<file path="config.mk">
export PLATFORM = sky130hd
export DESIGN_NAME = system_clock_tree
export DESIGN_NICKNAME = d
export VERILOG_FILES = /design/src/rtl/clock_tree_pkg.sv /design/src/rtl/clock_divider.sv /design/src/rtl/system_clock_tree.sv
export SDC_FILE = /design/constraint.sdc
export NUM_CORES = 1
export LEC_CHECK = 0
export ABC_CLOCK_PERIOD_IN_PS = 3100
export BUFFER_PORTS_ARGS = -buffer_cell sky130_fd_sc_hd__clkbuf_2
export CORE_MARGIN = 3
export CORE_UTILIZATION = 35
export DETAILED_ROUTE_END_ITERATION = 10
export GPL_ROUTABILITY_DRIVEN = 0
export GPL_TIMING_DRIVEN = 1
export PLACE_DENSITY_LB_ADDON = 0.2
export SLEW_MARGIN = 20
export SYNTH_ARGS = -nofsm -noshare
export SYNTH_HDL_FRONTEND = slang
export SYNTH_SLANG_ARGS = --single-unit
</file>
<file path="constraint.sdc">
create_clock -name aclk -period 3.1 [get_ports aclk]
set_input_delay 0.155 -clock aclk [delete_from_list [all_inputs] [get_ports aclk]]
set_output_delay 0.155 -clock aclk [all_outputs]
set_load 0.02 [all_outputs]
</file>
<file path="src/rtl/clock_tree_pkg.sv">
// constants, field layouts and helpers shared by the clock tree
// Overview of operation
// RULE_01: with the mode bit set the main oscillator is steered to lock at 23.986 MHz against a 32.768 kHz crystal.
// RULE_02: firmware drops the processor clock to 3 MHz or less, enables the mode, waits 10 ms, then speeds up.
// RULE_03: a new processor ratio takes effect with no settling delay beyond the current output period.
// RULE_04: the full rate clock is the undivided 48 MHz main oscillator.
// RULE_05: the half rate clock is the 24 MHz main oscillator output.
// RULE_06: the first divided clock is the half rate clock divided by N+1, N from control one bits 7:4.
// RULE_07: the second divided clock is the first divided clock divided by M+1, M from control one bits 3:0.
// RULE_08: the low speed mux carries the internal oscillator when bit 7 of control zero is 0, else the crystal.
// RULE_09: the processor clock is the main oscillator divided by one of eight ratios from 1:1 to 1:256.
// RULE_10: the sleep clock is the low speed mux clock divided to 512, 64, 8 or 1 Hz by bits 4:3.
// RULE_11: a processor ratio change touches no other selection and makes no glitch or runt pulse.
// RULE_12: a new crystal select waits for the end of the current sleep interval before the mux switches.
// RULE_13: firmware lets the crystal settle for a full interval before enabling the lock mode.
// RULE_14: a divider field change applies at that divider's next output period boundary.
// RULE_15: reserved bit 5 of control zero reads zero and writes to it do nothing.
package clock_tree_pkg;

    // register indices; byte address is four times the index
    localparam logic [7:0] CTRL0_INDEX = 8'hE0;
    localparam logic [7:0] CTRL1_INDEX = 8'hE1;
    localparam logic [7:0] TRIM_INDEX  = 8'hEB;
    localparam int         ADDR_W      = 12;

    // reset values; the trim value stands in for a factory value
    localparam logic [7:0] CTRL0_RESET = 8'h00;
    localparam logic [7:0] CTRL1_RESET = 8'h00;
    localparam logic [7:0] TRIM_RESET  = 8'h00;
    localparam logic [7:0] TRIM_WMASK  = 8'hCF;
    localparam logic [7:0] CTRL0_WMASK = 8'hDF;

    // field positions
    localparam int XSEL_BIT   = 7;
    localparam int PLL_BIT    = 6;
    localparam int RSVD_BIT   = 5;
    localparam int SLEEP_LSB  = 3;
    localparam int CPU_LSB    = 0;
    localparam int FIRST_LSB  = 4;
    localparam int SECOND_LSB = 0;

    // lock target: main oscillator edges per crystal period
    localparam int PLL_FREQ_HZ  = 23986000;
    localparam int XTAL_FREQ_HZ = 32768;
    localparam int PLL_TARGET   = (2 * PLL_FREQ_HZ + XTAL_FREQ_HZ / 2) / XTAL_FREQ_HZ;

    localparam logic [1:0] RESP_OKAY   = 2'h0;
    localparam logic [1:0] RESP_SLVERR = 2'h2;

    typedef struct packed {
        logic       crystal_select;
        logic       pll_mode;
        logic       reserved;
        logic [1:0] sleep_period;
        logic [2:0] cpu_ratio;
    } ctrl0_s;

    typedef struct packed {
        logic [3:0] first_div;
        logic [3:0] second_div;
    } ctrl1_s;

    // ratio minus one for each processor clock code
    function automatic logic [7:0] cpu_limit(input logic [2:0] code);
        case (code)
            3'h0:    cpu_limit = 8'h07;
            3'h1:    cpu_limit = 8'h03;
            3'h2:    cpu_limit = 8'h01;
            3'h3:    cpu_limit = 8'h00;
            3'h4:    cpu_limit = 8'h0F;
            3'h5:    cpu_limit = 8'h1F;
            3'h6:    cpu_limit = 8'h7F;
            default: cpu_limit = 8'hFF;
        endcase
    endfunction

    // sleep divide is two to the power 6, 9, 12 or 15
    function automatic logic [3:0] sleep_shift(input logic [1:0] code);
        sleep_shift = 4'h6 + 4'(code) * 4'h3;
    endfunction

endpackage

</file>
<file path="src/rtl/clock_divider.sv">
// integer clock divider driven by source edge pulses
module clock_divider #(
    parameter int         W           = 4,
    parameter logic [W-1:0] RESET_LIMIT = '0
) (
    input  wire logic         aclk,
    input  wire logic         aresetn,
    input  wire logic         edge_tick,
    input  wire logic [W-1:0] limit,
    output logic              clk_out,
    output logic              edge_out
);

    logic [W-1:0] cur_limit;
    logic [W-1:0] cnt;
    logic         wrap;

    assign wrap = edge_tick && (cnt == cur_limit);

    ////////////////////////////////////////////////////////////////////////
    // toggle every limit+1 source edges: period is twice limit+1 source periods
    always_ff @(posedge aclk) begin
        if (!aresetn) begin
            cnt       <= '0;
            clk_out   <= 1'b0;
            cur_limit <= RESET_LIMIT;
            edge_out  <= 1'b0;
        end else begin
            edge_out <= wrap;
            if (wrap) begin
                cnt     <= '0;
                clk_out <= ~clk_out;
                // load only as a new period opens, so no runt pulse (see RULE_14) (see RULE_11)
                if (!clk_out)
                    cur_limit <= limit;
            end else if (edge_tick) begin
                cnt <= cnt + 1'b1;
            end
        end
    end
endmodule

</file>
<file path="src/rtl/system_clock_tree.sv">
// system clock generation, division and selection with its registers
module system_clock_tree (
    input  wire logic                              aclk,
    input  wire logic                              aresetn,
    input  wire logic [clock_tree_pkg::ADDR_W-1:0] awaddr,
    input  wire logic [2:0]                        awprot,
    input  wire logic                              awvalid,
    output logic                                   awready,
    input  wire logic [31:0]                       wdata,
    input  wire logic [3:0]                        wstrb,
    input  wire logic                              wvalid,
    output logic                                   wready,
    output logic [1:0]                             bresp,
    output logic                                   bvalid,
    input  wire logic                              bready,
    input  wire logic [clock_tree_pkg::ADDR_W-1:0] araddr,
    input  wire logic [2:0]                        arprot,
    input  wire logic                              arvalid,
    output logic                                   arready,
    output logic [31:0]                            rdata,
    output logic [1:0]                             rresp,
    output logic                                   rvalid,
    input  wire logic                              rready,
    input  wire logic                              main_osc_in,
    input  wire logic                              low_speed_osc_in,
    input  wire logic                              crystal_osc_in,
    output logic                                   main_osc_full_rate_clock,
    output logic                                   main_osc_half_rate_clock,
    output logic                                   first_divided_clock,
    output logic                                   second_divided_clock,
    output logic                                   processor_clock,
    output logic                                   low_speed_mux_clock,
    output logic                                   sleep_timer_clock,
    output logic                                   sleep_interval_end,
    output logic                                   crystal_active,
    output logic                                   pll_enable,
    output logic                                   pll_speed_up,
    output logic                                   pll_slow_down,
    output logic [7:0]                             crystal_trim_value
);

    clock_tree_pkg::ctrl0_s ctrl0;
    clock_tree_pkg::ctrl1_s ctrl1;
    logic [7:0]             trim;
    logic                   aw_held;
    logic                   w_held;
    logic [1:0]             wsel;
    logic [7:0]             wbyte;
    logic                   wlane;
    logic                   wr_fire;
    logic [2:0]             imo_q;
    logic [2:0]             ilo_q;
    logic [2:0]             eco_q;
    logic                   imo_rise;
    logic                   ilo_rise;
    logic                   eco_rise;
    logic                   lsm_rise;
    logic [14:0]            slp_cnt;
    logic [3:0]             shift;
    logic [14:0]            slp_mask;
    logic                   interval_end;
    logic [11:0]            pll_cnt;
    logic                   pll_run;
    logic                   v1_edge;

    ////////////////////////////////////////////////////////////////////////
    // address decode, shared by both channels; 3 means unmapped
    function automatic logic [1:0] reg_sel(input logic [clock_tree_pkg::ADDR_W-1:0] a);
        if (a[1:0] != 2'h0)
            reg_sel = 2'h3;
        else if (a[9:2] == clock_tree_pkg::CTRL0_INDEX && a[11:10] == 2'h0)
            reg_sel = 2'h0;
        else if (a[9:2] == clock_tree_pkg::CTRL1_INDEX && a[11:10] == 2'h0)
            reg_sel = 2'h1;
        else if (a[9:2] == clock_tree_pkg::TRIM_INDEX && a[11:10] == 2'h0)
            reg_sel = 2'h2;
        else
            reg_sel = 2'h3;
    endfunction

    // read value of a register; reserved bits come back zero
    function automatic logic [7:0] reg_value(input logic [1:0] s,
                                            input logic [7:0] c0,
                                            input logic [7:0] c1,
                                            input logic [7:0] t);
        case (s)
            2'h0:    reg_value = c0 & clock_tree_pkg::CTRL0_WMASK; // see RULE_15
            2'h1:    reg_value = c1;
            2'h2:    reg_value = t & clock_tree_pkg::TRIM_WMASK;
            default: reg_value = 8'h00;
        endcase
    endfunction

    ////////////////////////////////////////////////////////////////////////
    // write address and data are taken in either order, one write at a time
    assign wr_fire = aw_held && w_held && !bvalid;

    always_ff @(posedge aclk) begin
        if (!aresetn) begin
            awready <= 1'b1;
            wready  <= 1'b1;
            aw_held <= 1'b0;
            w_held  <= 1'b0;
            wsel    <= 2'h3;
            wbyte   <= 8'h00;
            wlane   <= 1'b0;
            bvalid  <= 1'b0;
            bresp   <= clock_tree_pkg::RESP_OKAY;
        end else begin
            if (awvalid && awready) begin
                aw_held <= 1'b1;
                awready <= 1'b0;
                wsel    <= reg_sel(awaddr);
            end
            if (wvalid && wready) begin
                w_held <= 1'b1;
                wready <= 1'b0;
                wbyte  <= wdata[7:0];
                wlane  <= wstrb[0];
            end
            if (wr_fire) begin
                aw_held <= 1'b0;
                w_held  <= 1'b0;
                bvalid  <= 1'b1;
                bresp   <= (wsel == 2'h3) ? clock_tree_pkg::RESP_SLVERR : clock_tree_pkg::RESP_OKAY;
            end
            if (bvalid && bready) begin
                bvalid  <= 1'b0;
                awready <= 1'b1;
                wready  <= 1'b1;
            end
        end
    end

    ////////////////////////////////////////////////////////////////////////
    // register storage; only byte lane 0 carries data
    always_ff @(posedge aclk) begin
        if (!aresetn) begin
            ctrl0 <= clock_tree_pkg::CTRL0_RESET;
            ctrl1 <= clock_tree_pkg::CTRL1_RESET;
            trim  <= clock_tree_pkg::TRIM_RESET;
        end else if (wr_fire && wlane) begin
            case (wsel)
                2'h0:    ctrl0 <= wbyte & clock_tree_pkg::CTRL0_WMASK; // see RULE_15
                2'h1:    ctrl1 <= wbyte;
                2'h2:    trim  <= wbyte & clock_tree_pkg::TRIM_WMASK;
                default: ctrl1 <= ctrl1;
            endcase
        end
    end

    ////////////////////////////////////////////////////////////////////////
    // read channel answers one cycle after the address is taken
    always_ff @(posedge aclk) begin
        if (!aresetn) begin
            arready <= 1'b1;
            rvalid  <= 1'b0;
            rdata   <= 32'h0000_0000;
            rresp   <= clock_tree_pkg::RESP_OKAY;
        end else begin
            if (arvalid && arready) begin
                arready <= 1'b0;
                rvalid  <= 1'b1;
                rdata   <= {24'h00_0000, reg_value(reg_sel(araddr), ctrl0, ctrl1, trim)};
                rresp   <= (reg_sel(araddr) == 2'h3) ? clock_tree_pkg::RESP_SLVERR
                                                     : clock_tree_pkg::RESP_OKAY;
            end
            if (rvalid && rready) begin
                rvalid  <= 1'b0;
                arready <= 1'b1;
            end
        end
    end

    ////////////////////////////////////////////////////////////////////////
    // oscillator pins are asynchronous: two flops, then a third for edges
    always_ff @(posedge aclk) begin
        if (!aresetn) begin
            imo_q <= 3'h0;
            ilo_q <= 3'h0;
            eco_q <= 3'h0;
        end else begin
            imo_q <= {imo_q[1:0], main_osc_in};
            ilo_q <= {ilo_q[1:0], low_speed_osc_in};
            eco_q <= {eco_q[1:0], crystal_osc_in};
        end
    end

    assign imo_rise = imo_q[1] && !imo_q[2];
    assign ilo_rise = ilo_q[1] && !ilo_q[2];
    assign eco_rise = eco_q[1] && !eco_q[2];

    ////////////////////////////////////////////////////////////////////////
    // full rate is the oscillator itself, half rate toggles on its rise
    always_ff @(posedge aclk) begin
        if (!aresetn) begin
            main_osc_full_rate_clock <= 1'b0;
            main_osc_half_rate_clock <= 1'b0;
        end else begin
            main_osc_full_rate_clock <= imo_q[1]; // see RULE_04
            if (imo_rise)
                main_osc_half_rate_clock <= ~main_osc_half_rate_clock; // see RULE_05
        end
    end

    ////////////////////////////////////////////////////////////////////////
    // each half rate edge is one main oscillator rise; the first and processor dividers count those
    clock_divider #(
        .W           (4),
        .RESET_LIMIT (4'h0)
    ) u_first_div (
        .aclk      (aclk),
        .aresetn   (aresetn),
        .edge_tick (imo_rise),
        .limit     (ctrl1.first_div), // see RULE_06
        .clk_out   (first_divided_clock),
        .edge_out  (v1_edge)
    );

    // chained off the first divider's edges
    clock_divider #(
        .W           (4),
        .RESET_LIMIT (4'h0)
    ) u_second_div (
        .aclk      (aclk),
        .aresetn   (aresetn),
        .edge_tick (v1_edge),
        .limit     (ctrl1.second_div), // see RULE_07
        .clk_out   (second_divided_clock),
        .edge_out  ()
    );

    // own divider, so a ratio write disturbs nothing else
    clock_divider #(
        .W           (8),
        .RESET_LIMIT (8'h07)
    ) u_cpu_div (
        .aclk      (aclk),
        .aresetn   (aresetn),
        .edge_tick (imo_rise),
        .limit     (clock_tree_pkg::cpu_limit(ctrl0.cpu_ratio)), // see RULE_09 (see RULE_03) (see RULE_11)
        .clk_out   (processor_clock),
        .edge_out  ()
    );

    ////////////////////////////////////////////////////////////////////////
    // low speed mux; the applied select only moves at an interval end
    assign lsm_rise = crystal_active ? eco_rise : ilo_rise; // see RULE_08
    assign shift    = clock_tree_pkg::sleep_shift(ctrl0.sleep_period);
    assign slp_mask = 15'((16'h0001 << shift) - 16'h0001);
    assign interval_end = lsm_rise && ((slp_cnt & slp_mask) == slp_mask);

    always_ff @(posedge aclk) begin
        if (!aresetn) begin
            crystal_active      <= 1'b0;
            low_speed_mux_clock <= 1'b0;
        end else begin
            low_speed_mux_clock <= crystal_active ? eco_q[1] : ilo_q[1]; // see RULE_08
            // the crystal is switched in at the end of the current interval, however little of it is left
            if (interval_end)
                crystal_active <= ctrl0.crystal_select; // see RULE_12
        end
    end

    ////////////////////////////////////////////////////////////////////////
    // sleep prescaler: one bit of a ripple count per period choice
    always_ff @(posedge aclk) begin
        if (!aresetn) begin
            slp_cnt            <= 15'h0000;
            sleep_timer_clock  <= 1'b0;
            sleep_interval_end <= 1'b0;
        end else begin
            if (lsm_rise)
                slp_cnt <= slp_cnt + 15'h0001;
            sleep_timer_clock  <= slp_cnt[shift - 4'h1]; // see RULE_10
            sleep_interval_end <= interval_end;
        end
    end

    ////////////////////////////////////////////////////////////////////////
    // lock detector: count oscillator rises across one crystal period
    // and tell the analog loop which way to steer; trim stays analog
    assign pll_run = ctrl0.pll_mode && crystal_active;

    always_ff @(posedge aclk) begin
        if (!aresetn) begin
            pll_cnt       <= 12'h000;
            pll_speed_up  <= 1'b0;
            pll_slow_down <= 1'b0;
            pll_enable    <= 1'b0;
        end else begin
            pll_enable <= ctrl0.pll_mode;
            if (!pll_run) begin
                pll_cnt       <= 12'h000;
                pll_speed_up  <= 1'b0;
                pll_slow_down <= 1'b0;
            end else if (eco_rise) begin
                pll_cnt       <= {11'h000, imo_rise};
                pll_speed_up  <= pll_cnt < 12'(clock_tree_pkg::PLL_TARGET); // see RULE_01
                pll_slow_down <= pll_cnt > 12'(clock_tree_pkg::PLL_TARGET);
            end else if (imo_rise && pll_cnt != 12'hFFF) begin
                pll_cnt <= pll_cnt + 12'h001; // saturates when far off lock
            end
        end
    end

    // trim is passed to the analog crystal amplifier
    always_ff @(posedge aclk) begin
        if (!aresetn)
            crystal_trim_value <= clock_tree_pkg::TRIM_RESET;
        else
            crystal_trim_value <= trim & clock_tree_pkg::TRIM_WMASK;
    end
endmodule

</file>
After elaboration in Yosys (flattened, before gate mapping)
Index checks and enable logic that the tools add are counted.
{"block": "totals", "wordCells": 159, "input_bits": 76, "reg_bits": 140, "output_inout_bits": 61}
{"block": "op_classes", "mux": 20, "mul": 1, "reduce_logical": 49, "n_lt_le_gt_ge": 3, "add_sub_neg": 8, "shift": 1, "n_eq_ne": 23, "bitwise_logic": 7}
{"cell": "8-bit case mux with 7 select lines", "n": 1}
{"cell": "8-bit == test, second input constant", "n": 6}
{"cell": "8-bit case mux with 3 select lines", "n": 1}
{"cell": "1-bit logical AND", "n": 23}
{"cell": "2-bit 2-to-1 mux", "n": 10}
{"cell": "15-bit by 1-bit adder with 15-bit output, second input constant", "n": 1}
{"cell": "15-bit AND", "n": 1}
{"cell": "15-bit == test", "n": 1}
{"cell": "1-bit by 4-bit left shift with 15-bit output, first input constant", "n": 1}
{"cell": "15-bit by 1-bit subtractor with 15-bit output, second input constant", "n": 1}
{"cell": "2-bit AND reduction", "n": 7}
{"cell": "12-bit by 1-bit adder with 12-bit output, second input constant", "n": 1}
{"cell": "12-bit by 11-bit > comparator with 1-bit output, second input constant", "n": 1}
{"cell": "12-bit by 11-bit < comparator with 1-bit output, second input constant", "n": 1}
{"cell": "12-bit inequality test, second input constant", "n": 1}
{"cell": "2-bit OR reduction", "n": 6}
{"cell": "3-bit == test, second input constant", "n": 3}
{"cell": "4-bit by 1-bit adder with 4-bit output, second input constant", "n": 2}
{"cell": "8-bit by 1-bit adder with 8-bit output, second input constant", "n": 1}
{"cell": "2-bit == test, second input constant", "n": 4}
{"cell": "4-bit == test", "n": 2}
{"cell": "8-bit == test", "n": 1}
{"cell": "2-bit zero test", "n": 4}
{"cell": "1-bit 2-to-1 mux", "n": 7}
{"cell": "13 further kinds", "n": 25}

Longest topological paths before layout
Gate-level depths: netlist of run 1.
{"block": "logic_depth", "depth_word": 10, "ltp_mapped": 11, "depth_no_buf": 9}

By module
Synthesis of run 1 repeated with hierarchy kept, for this count alone.
{"block": "unflattened", "cells_unflattened": 687, "hier_area_um2": 6477.5}
{"mod": "system_clock_tree", "seq_area_each_um2": 1981.9, "area_each_um2": 4692.0, "cells_per_inst": 503, "n_inst": 1}
{"mod": "clock_divider at u_first_div ...", "seq_area_each_um2": 200.2, "area_each_um2": 459.2, "cells_per_inst": 48, "n_inst": 2}
{"mod": "clock_divider at u_cpu_div", "seq_area_each_um2": 360.3, "area_each_um2": 867.1, "cells_per_inst": 88, "n_inst": 1}

Worst setup path before layout of run 1
Ideal clock, no wire load.
{"block": "synth_timing", "kind": "register to register", "startpoint": "register ctrl0[3] in the netlist's numbering", "endpoint": "register crystal_active", "path_slack_ps": 585, "required_time_ps": 3028, "arrival_time_ps": 2444, "n_path_buf": 2, "synth_period_minus_slack_ps": 2515, "setup_time_ps": 72, "stages_incl_launch_ff": 12, "path_cell_list": "dfxtp_1 -> clkbuf_1 -> inv_1 -> ha_1 -> clkbuf_1 -> nand3_1 -> ha_1 -> o22ai_1 -> a21o_1 -> a2111oi_0 -> o2111a_1 -> mux2i_1"}
{"block": "synth_between", "elab_chain_cells": 7}
{"element": "start: declaration", "line": "system_clock_tree.sv:42", "source": "clock_tree_pkg::ctrl0_s ctrl0;"}
{"element": "start signal: assignment", "line": "system_clock_tree.sv:139", "source": "ctrl0 <= clock_tree_pkg::CTRL0_RESET;"}
{"element": "start signal: assignment", "line": "system_clock_tree.sv:144", "source": "2'h0: ctrl0 <= wbyte & clock_tree_pkg::CTRL0_WMASK;"}
{"element": "2-bit by 2-bit multiplier with 4-bit output *", "line": "clock_tree_pkg.sv:79", "source": "sleep_shift = 4'h6 + 4'(code) * 4'h3;"}
{"element": "3-bit by 4-bit adder with 4-bit output *", "line": "clock_tree_pkg.sv:79"}
{"element": "1-bit by 4-bit left shift with 15-bit output *", "line": "system_clock_tree.sv:250", "source": "assign slp_mask = 15'((16'h0001 << shift) - 16'h0001);"}
{"element": "15-bit by 1-bit subtractor with 15-bit output *", "line": "system_clock_tree.sv:250"}
{"element": "15-bit AND", "line": "system_clock_tree.sv:251", "source": "assign interval_end = lsm_rise && ((slp_cnt & slp_mask) == slp_mask);"}
{"element": "15-bit == test *", "line": "system_clock_tree.sv:251"}
{"element": "1-bit logical AND *", "line": "system_clock_tree.sv:251"}
{"element": "end signal: assignment", "line": "system_clock_tree.sv:261", "source": "crystal_active <= ctrl0.crystal_select;"}
{"element": "end: declaration", "line": "system_clock_tree.sv:35", "source": "output logic crystal_active,"}
Mark *: on every way between the ends. The rest lies on a longest branch, timed or not.
A chain may end at the register's enable or synchronous reset.

Worst setup path after layout of run 1
Ends and elaborated chain as after synthesis.

==> out/results.ini, run 1 <==
[sta]
period_share_pct=86.00
hold_violations=0
max_freq_mhz=375.1
finClkSkew_ns=0.006227
tightest_slew_ns=0.9040
slew_violations=0
min_period_ns=2.666
rsz0062_at_grt=no
setup_viol=0
slew_headroom_pct=39.41
fin_tns_setup_ns=0
whs_ns=0.02731

[logic_synthesis]
syn_avg_cell_area_um2=9.415
synth.cell_area_um2=6299
ys_warn_count=0
ys_types=60
synth-main-ff-cell=dfxtp_1
syn_inst=669
synth_edf_count=0
synth.yosys.seq_area_share_pct=42.59
synth_top_area_share_pct=42.59
ys_seq_elements=134
ys_top_cells_by_area=dfxtp_1, mux2i_1, xnor2_1
synth_area_leader_cell=dfxtp_1
ys_async_sr_fraction_pct=0

[floorplanning]
fp.coreArea_um2=17480
start_util_pct=36.04
die_w_um=140.2
die_area_um2=19640
io_pins=137
die_h_um=140.2
rows=48

[cts]
cts.sinks=134
cts_max_path_buffers=2
cts_tree=built
post_cts_buffers=0
path_clk_slew_ns=0.06
cts_root_buf=clkbuf_16
cts.repair.resized=0
htree_num_levels=4
numCtsBuffers=17
insertion_delay_ns=0.41

[worst_setup_path]
end_kind=flip-flop
cp_data_required_time_ns=3.44
critPathMaxFanout=10
critPathMostFrequentCell=ha_1
r2r_cells=9
crit_buf_inv=1
critPathMaxStageDelay_ns=0.44
r2r_setup_slack_ns=0.43
cp-start-kind=flip-flop
path_cells=inv_1 > ha_1 > nand3_1 > ha_1 > o22ai_1 > a21o_1 > a2111oi_0 > o2111a_1 > mux2i_1
r2r-start=ctrl0[3]
cpLargestDelayFamily=compound AO/OA/AOI/OAI gates
rr_endpoint=crystal_active
arrival_ns=3.01
criticalPathCategory=reg2reg
slowest_stage=dfxtp_1

[min_path]
hp-class=in2reg
worstHoldPathCells=3
whs_endpoint=wready
worstHoldStart=bready

[cells_and_area]
final_area_um2=7531
utilization_pct=43.09
instances_no_fill=998
drive_gt1_share_pct=16.56
diodes=0
syn2layout_area_growth_pct=19.57
n_fill_cell=1689
nNetsFinal=852

[grt]
grt_antenna_before_repair=0
track_usage_pct=14.17
met1_usage_pct=19.46
grt_overflow=0
grt_pass1_wl_um=22800
use_met3_pct=4.404
grt_max_degree=81
grt_pass1_vias=4536
gr-max-usage-layer=met2
use_met2_pct=21.12

[detailed_routing]
avgViaCountPerCell=4.849
routedWlPerCell_um=13.65
drtIter0Drc=340
ant_nets=0
finalWirelength_um=13620
vias=4839
firstDrtPassIters=5
drc=0

[pwr]
ir_worst_vdd_v=0.0003587
leakage_nw=2.879
powerDensity_nw_per_um2=522.0

[flow_run]
drv_cap=0

[place]
placedCellCount=951
port_buffers=75
dpl_cell_area_um2=6807
dp_hpwl_um=9567

[status]
status=finished, final reports clean

worst register-to-register path: stages, from the launching register on:
cell,delay (ns)
dfxtp_1,0.44
inv_1,0.22
ha_1,0.37
nand3_1,0.16
ha_1,0.31
o22ai_1,0.08
a21o_1,0.17
a2111oi_0,0.39
o2111a_1,0.30
mux2i_1,0.18
cell type report:
| type | instances | area (um2) | area share, % |
|---|---|---|---|
| clock buffers | 19 | 442.9 | 5.881 |
| clock inverters | 13 | 131.4 | 1.744 |
| inverters | 14 | 52.55 | 0.6978 |
| multi-input cells | 499 | 3372 | 44.77 |
| flip-flops and latches | 134 | 2683 | 35.62 |
| well taps | 225 | 281.5 | 3.738 |
| repair buffers | 94 | 568.0 | 7.543 |
registers in the layout, summed over array words and instances (netlist names), 2 cells and up:
name / count
u_second_div.cur_limit: 4
imo_q: 3
u_first_div.cur_limit: 4
slp_cnt: 15
crystal_trim_value: 6
u_cpu_div.cnt: 8
u_first_div.cnt: 4
ilo_q: 3
u_cpu_div.cur_limit: 7
trim: 6
wsel: 2
ctrl1: 8
pll_cnt: 12
wbyte: 8
rdata: 8
eco_q: 3
u_second_div.cnt: 4
ctrl0: 7
logic make-up after synthesis:
kind of cell	synth area share (%)
flip-flops	42.59
AND/OR/NAND/NOR	24.00
other	0.05954
XOR/XNOR	6.675
AO/OA/AOI/OAI	9.734
adder cells (fa/ha/maj)	3.178
buffers and inverters	5.483
multiplexers	8.284
layer usage:
layer | vias up | routed length (um)
li1 | 2430 | -
met1 | 2243 | 6617
met2 | 146 | 6001
met3 | 20 | 785
met4 | 0 | 220
met5 | - | 0
cells in the mapped netlist, types with 4 or more instances:
library cell / number
mux4_2: 4
ha_1: 16
dfxtp_1: 134
nand2b_1: 5
xnor2_1: 31
and3_1: 10
mux2i_1: 42
and2_1: 40
a21boi_0: 15
nand4_1: 6
nor3_1: 10
nor3b_1: 4
inv_1: 14
a221oi_1: 6
nor2b_1: 43
clkbuf_1: 17
nand3_1: 16
o21ai_0: 24
xor2_1: 17
nor2_1: 39
nand2_1: 57
a21oi_1: 19
buf_4: 28
o21a_1: 4
or3_1: 11
placed cells by master, fill, tap and decap left out, drive strengths merged, types with 3 or more instances in the layout:
cell type / synthesis / layout
conb: 1 / 28
and3: 10 / 10
nor4: 4 / 4
dfxtp: 134 / 134
o21ai: 24 / 24
clkbuf: 17 / 94
nor4b: 3 / 3
a21boi: 16 / 16
xnor2: 31 / 31
clkinv: 0 / 8
xor2: 17 / 17
nor2: 40 / 40
nor3b: 6 / 6
a21o: 3 / 3
a221oi: 6 / 6
mux2i: 42 / 42
a21oi: 19 / 19
o2111ai: 3 / 3
o21a: 4 / 4
mux4: 4 / 4
nand2: 57 / 57
buf: 32 / 4
or3: 11 / 11
nor3: 15 / 15
inv: 14 / 15
ha: 16 / 16
nor2b: 43 / 43
o211ai: 3 / 3
nand2b: 5 / 5
dlygate4sd3: 0 / 15
nand3: 16 / 16
nand4b: 3 / 3
nand4: 6 / 6
and2: 40 / 40
through the flow:
stage	power, mW	setup slack [ns]
final	3.931	0.4342
after global routing	4.079	0.1155
after CTS	3.975	0.4287
after detailed placement	1.994	0.4570
after global placement	1.990	0.5119
after floorplan	1.954	0.5846
worst max-delay path by stage:
stage	startpoint	to	depth (start not counted)
6_report	ctrl0[3]	crystal_active	9
5_1_grt	ctrl0[3]	crystal_active	9
4_1_cts	ctrl0[3]	crystal_active	9
3_5_place_dp	ctrl0[3]	crystal_active	9
3_3_place_gp	ctrl0[3]	crystal_active	9
2_1_floorplan	ctrl0[3]	crystal_active	11
where the power goes:
part	total, mW	switching, mW	leakage (nW)	internal (mW)
clock network	1.96	0.761	0.283	1.20
registers	1.77	0.0237	1.09	1.75
logic	0.198	0.117	1.51	0.0806
total	3.93	0.902	2.88	3.03
timing repair:
action | CTS | global route
endpoints found under the setup margin | 0 | 0
hold buffers | 15 | 0
hold endpoints to repair | 15 | 0
Note: power is estimated with default switching activity, not from simulation.
==> run 2, diff against run 1 <==
--- a/config.mk
+++ b/config.mk
@@ -8,7 +8,7 @@
 export ABC_CLOCK_PERIOD_IN_PS = 3100
 export BUFFER_PORTS_ARGS = -buffer_cell sky130_fd_sc_hd__clkbuf_2
 export CORE_MARGIN = 3
-export CORE_UTILIZATION = 35
+export CORE_UTILIZATION = 55
 export DETAILED_ROUTE_END_ITERATION = 10
 export GPL_ROUTABILITY_DRIVEN = 0
 export GPL_TIMING_DRIVEN = 1
@@ -16,4 +16,5 @@
 export SLEW_MARGIN = 20
 export SYNTH_ARGS = -nofsm -noshare
 export SYNTH_HDL_FRONTEND = slang
+export SYNTH_HIERARCHICAL = 1
 export SYNTH_SLANG_ARGS = --single-unit
==> run 2 against run 1 <==
  * Global-route usage increased by 7.7 points
  * Power decreased by 2.1%
  * Combinational power increased by 6%
  * Cell count decreased by 7.2%
  * First-iteration DRC count decreased by 13%
  * Count of clock-buffer cells in the layout increased by 3
  * Routed wire length decreased by 2.3%
  * Hold slack got worse by 0.013 ns
  * Critical path type unchanged
==> out/results.ini, run 2 <==
[cts]
numCtsBuffers=17  ; unchanged
path_clk_slew_ns=0.06  ; about the same
cts.sinks=135  ; +0.75%
cts_max_path_buffers=2  ; unchanged
post_cts_buffers=0  ; unchanged
ctsHoldBuffers=17  ; +2
cts_tree=built
insertion_delay_ns=0.42  ; about the same
cts_root_buf=clkbuf_16
cts.repair.resized=0  ; unchanged
htree_num_levels=4  ; unchanged

[place]
dpl_cell_area_um2=6793  ; -0.20%
port_buffers=75  ; unchanged
dp_hpwl_um=9403  ; -1.7%

[sta]
slew_headroom_pct=42.09  ; +2.7 points
slew_violations=0  ; unchanged
min_period_ns=2.646  ; -0.01953 ns
max_freq_mhz=377.9  ; +0.74%
fin_tns_setup_ns=0  ; unchanged
whs_ns=0.01452  ; -0.01279 ns
period_share_pct=85.36  ; -0.63 points
hold_violations=0  ; unchanged
finClkSkew_ns=0.01000  ; +0.003777 ns
rsz0062_at_grt=no
tightest_slew_ns=0.8640  ; -0.03999 ns
setup_viol=0  ; unchanged

[logic_synthesis]
ys_warn_count=6  ; +6
syn_inst=682  ; +1.9%
synth.cell_area_um2=6421  ; +1.9%
syn_avg_cell_area_um2=9.415  ; about the same

[detailed_routing]
firstDrtPassIters=5  ; unchanged
ant_nets=0  ; unchanged
finalWirelength_um=13310  ; -2.3%
routedWlPerCell_um=14.37  ; +5.3%
vias=4869  ; +0.62%
drtIter0Drc=297  ; -13%
drc=0  ; unchanged
avgViaCountPerCell=5.258  ; +8.4%

[pwr]
leakage_nw=2.931  ; +1.8%
ir_worst_vdd_v=0.0005076  ; +42%
powerDensity_nw_per_um2=512.7  ; -1.8%

[cells_and_area]
nNetsFinal=866  ; +1.6%
final_area_um2=7503  ; -0.37%
top_regs=slp_cnt: 15 flops, pll_cnt: 12 flops
drive_gt1_share_pct=16.67  ; +0.11 points
largest_reg_flops=15  ; unchanged
syn2layout_area_growth_pct=16.86
top_register=slp_cnt
layout_commonest_cell=dfxtp_1
diodes=0  ; unchanged
layout_common_cells=dfxtp_1, nand2_1, clkbuf_2

[worst_setup_path]
criticalPathCategory=reg2reg
end_kind=flip-flop
r2r_cells=8  ; -1
arrival_ns=3.00  ; about the same
cp_data_required_time_ns=3.45  ; about the same
critPathMaxFanout=7  ; -3
cp-start-kind=flip-flop

[floorplanning]
die_h_um=114.1  ; -19%
die_w_um=114.1  ; -19%
rows=38  ; -21%
io_pins=137  ; unchanged
start_util_pct=57.71  ; +22 points
die_area_um2=13010  ; -34%
fp.coreArea_um2=11130  ; -36%

[min_path]
worstHoldPathCells=3  ; unchanged
hp-class=in2reg

[flow_run]
drv_cap=0  ; unchanged

[grt]
grt_overflow=0  ; unchanged
grt_pass1_vias=4874  ; +7.5%
track_usage_pct=21.91  ; +7.7 points
grt_antenna_before_repair=0  ; unchanged
grt_pass1_wl_um=23050  ; +1.1%
grt_max_degree=68  ; -16%

[status]
status=finished, final reports clean

-- run 2: final timing paths --
kind | from | endpoint | slack [ns]
hold reg to reg | imo_q[0] | imo_q[1] | 0.44
setup reg to reg | ctrl0[4] | crystal_active | 0.45
hold / removal | bready | bvalid | 0.01
setup / recovery | ctrl0[4] | crystal_active | 0.45
-- run 2: power breakdown --
part	switching, mW	internal, mW
Clock	0.716	1.13
Sequential	0.0262	1.76
Combinational	0.125	0.0853
-- run 2: final cells by class --
class	instances	area, um2
multi-input combinational	509	3437
timing repair buffer	97	595.6
clock buffer	22	464.2
tap	140	175.2
fill	891	3622
clock inverter	9	76.32
inverter	14	52.55
sequential	135	2703
-- run 2: routing by layer --
metal / GRT usage, % / vias to the layer above / share of wire (%)
met3: 5.655 / 12 / 4.9
met4: 7.284 / 0 / 1.1
met2: 36.57 / 127 / 48
li1: - / 2463 / -
met5: 0 / - / 0
met1: 27.65 / 2267 / 46
-- run 2: per-stage QoR --
| step | total power, mW | worst slack [ns] | std cells | utilization (%) |
|---|---|---|---|---|
| final | 3.847 | 0.4537 | 926 | 67.44 |
| after global routing | 3.994 | 0.2945 | 926 | 67.44 |
| after floorplan | 1.979 | 0.5948 | 709 | - |
| after detailed placement | 2.016 | 0.4949 | 878 | 61.05 |
| after CTS | 3.873 | 0.4683 | 926 | 67.44 |
| after global placement | 2.011 | 0.6117 | 878 | 61.05 |
-- run 2: critical path: stages (launching register included) --
cell,delay (ns)
dfxtp_1,0.44
inv_1,0.13
ha_1,0.28
ha_1,0.28
nand2b_1,0.17
and3_1,0.17
or4_1,0.51
nor4_2,0.36
mux2i_1,0.22
==> run 3, diff against run 2 <==
--- a/config.mk
+++ b/config.mk
@@ -12,7 +12,7 @@
 export DETAILED_ROUTE_END_ITERATION = 10
 export GPL_ROUTABILITY_DRIVEN = 0
 export GPL_TIMING_DRIVEN = 1
-export PLACE_DENSITY_LB_ADDON = 0.2
+export PLACE_DENSITY = 0.8
 export SLEW_MARGIN = 20
 export SYNTH_ARGS = -nofsm -noshare
 export SYNTH_HDL_FRONTEND = slang
==> constraint.sdc (replaced) <==
create_clock -name aclk -period 3.1 [get_ports aclk]
set_input_delay 0.465 -clock aclk [delete_from_list [all_inputs] [get_ports aclk]]
set_output_delay 0.465 -clock aclk [all_outputs]
set_load 0.02 [all_outputs]
==> run 3 against run 2 <==
  * Count of clock-buffer cells in the layout down 5
  * Register-to-register slack gained 0.06 ns
  * Clock power up 15%
  * Critical path depth unchanged
  * Setup slack better by 0.055 ns
  * Global-route usage fell by 0.24 points
  * Combinational power shrank 9%
  * Non-clock buffer count is 17 lower
  * Cell count shrank 1.7%
  * Critical path type unchanged
==> out/results.ini, run 3 (same netlist as run 2, synthesis figures left out) <==
[grt]
grt_pass1_vias=4763  ; -2.3%
met1_usage_pct=26.79  ; -0.86 points
use_met2_pct=35.48  ; -1.1 points
grt_overflow=0  ; unchanged
grt_antenna_before_repair=0  ; unchanged
grt_max_degree=81  ; +19%
grt_pass1_wl_um=22430  ; -2.7%
gr-max-usage-layer=met2
track_usage_pct=21.66  ; -0.24 points
use_met3_pct=6.131  ; +0.48 points

[cells_and_area]
top_regs=slp_cnt: 15 flops, pll_cnt: 12 flops
n_fill_cell=883  ; -0.90%
nNetsFinal=849  ; -2.0%
layout_common_cells=dfxtp_1, nand2_1, clkbuf_2
diodes=0  ; unchanged
top_register=slp_cnt
drive_gt1_share_pct=17.53  ; +0.87 points
largest_reg_flops=15  ; unchanged
layout_commonest_cell=dfxtp_1
register_area_um2=2703  ; unchanged
multiInputGateArea_um2=3437  ; unchanged
syn2layout_area_growth_pct=15.37

[detailed_routing]
firstDrtPassIters=4  ; -1
finalWirelength_um=13530  ; +1.6%
avgViaCountPerCell=5.367  ; +2.1%
drtIter0Drc=267  ; -10%
routedWlPerCell_um=14.86  ; +3.4%
ant_nets=0  ; unchanged
vias=4884  ; +0.31%
drc=0  ; unchanged

[cts]
cts_max_path_buffers=2  ; unchanged
cts_tree=built
path_clk_slew_ns=0.06  ; about the same
insertion_delay_ns=0.42  ; about the same
cts_root_buf=clkbuf_16
numCtsBuffers=17  ; unchanged
cts.sinks=135  ; unchanged
htree_num_levels=4  ; unchanged
post_cts_buffers=0  ; unchanged
cts.repair.resized=0  ; unchanged
ctsHoldBuffers=0  ; -17

[floorplanning]
die_h_um=114.1  ; unchanged
start_util_pct=57.71  ; unchanged
io_pins=137  ; unchanged
die_w_um=114.1  ; unchanged
rows=38  ; unchanged
fp.coreArea_um2=11130  ; unchanged
die_area_um2=13010  ; unchanged

[sta]
finClkSkew_ns=0.006655  ; -0.003348 ns
fin_tns_setup_ns=0  ; unchanged
tightest_slew_ns=0.8230  ; -0.04095 ns
min_period_ns=2.591  ; -0.05522 ns
max_freq_mhz=385.9  ; +2.1%
slew_headroom_pct=44.83  ; +2.7 points
hold_violations=0  ; unchanged
period_share_pct=83.58  ; -1.8 points
setup_viol=0  ; unchanged
slew_violations=0  ; unchanged
rsz0062_at_grt=no

[pwr]
leakage_nw=2.880  ; -1.8%
p_total_mw=4.097  ; +6.5%
powerDensity_nw_per_um2=553.0  ; +7.9%
ir_worst_vdd_v=0.0005030  ; -0.91%

[worst_setup_path]
cp_data_required_time_ns=3.45  ; about the same
cp-start-kind=flip-flop
arrival_ns=2.94  ; -0.06 ns
criticalPathCategory=reg2reg
critPathMaxFanout=7  ; unchanged
end_kind=flip-flop

[status]
status=finished, final reports clean

[place]
dp_hpwl_um=9556  ; +1.6%
port_buffers=75  ; unchanged

[min_path]
hp-class=in2reg

[flow_run]
drv_cap=0  ; unchanged

## run 3: cell types whose count changed in the layout (fill, tap and decap cells not counted), moves of 3 or more
cell           change
clkbuf_1           -3
clkinv_2           -4
dlygate4sd3_1     -17
clkinvlp_4         +4
bufinv_16          +3
## run 3: critical path, cell delays in order, from the launching register on
cell	delay [ns]
dfxtp_1	0.44
inv_1	0.13
ha_1	0.27
ha_1	0.27
o21ai_0	0.20
a31oi_1	0.11
or4_1	0.54
nor4_2	0.35
mux2i_1	0.22
## run 3: through the flow
step	hold WS (ns)	cells	cell area [um2]	util, %	worst slack [ns]
global route	0.2458	910	7408	66.59	0.2697
CTS	0.2204	910	7408	66.59	0.5045
detailed placement	0.4279	878	6780	60.94	0.5100
floorplan	0.4119	709	6523	-	0.5948
finish	0.2380	910	7408	66.59	0.5089
global placement	0.4144	878	6780	60.94	0.6038
## run 3: cell type report
cell class	count	share of cell area (%)
Timing Repair Buffer	80	5.573
Inverter	14	0.7093
Sequential cell	135	36.48
Clock buffer	17	5.742
Multi-Input combinational cell	509	46.39
Tap cell	140	2.364
Clock inverter	15	2.736
## run 3: power by group
part | switching, mW | internal, mW | total (mW) | leakage (nW)
registers | 0.0272 | 1.76 | 1.79 | 1.09
clock network | 0.769 | 1.35 | 2.12 | 0.292
logic | 0.122 | 0.0694 | 0.191 | 1.50
## run 3: final timing paths
path	from	to	slack [ns]	cells past startpoint
setup / recovery	ctrl0[4]	crystal_active	0.51	8
hold / removal	wvalid	wready	0.24	2
setup reg to reg	ctrl0[4]	crystal_active	0.51	8
hold reg to reg	ilo_q[0]	ilo_q[1]	0.44	1
## run 3: metal layers
metal  share of wire (%)  vias up
met5                   0        -
met4                 2.3        0
met3                 5.7       29
met2                  47      152
met1                  45     2265
li1                    -     2438
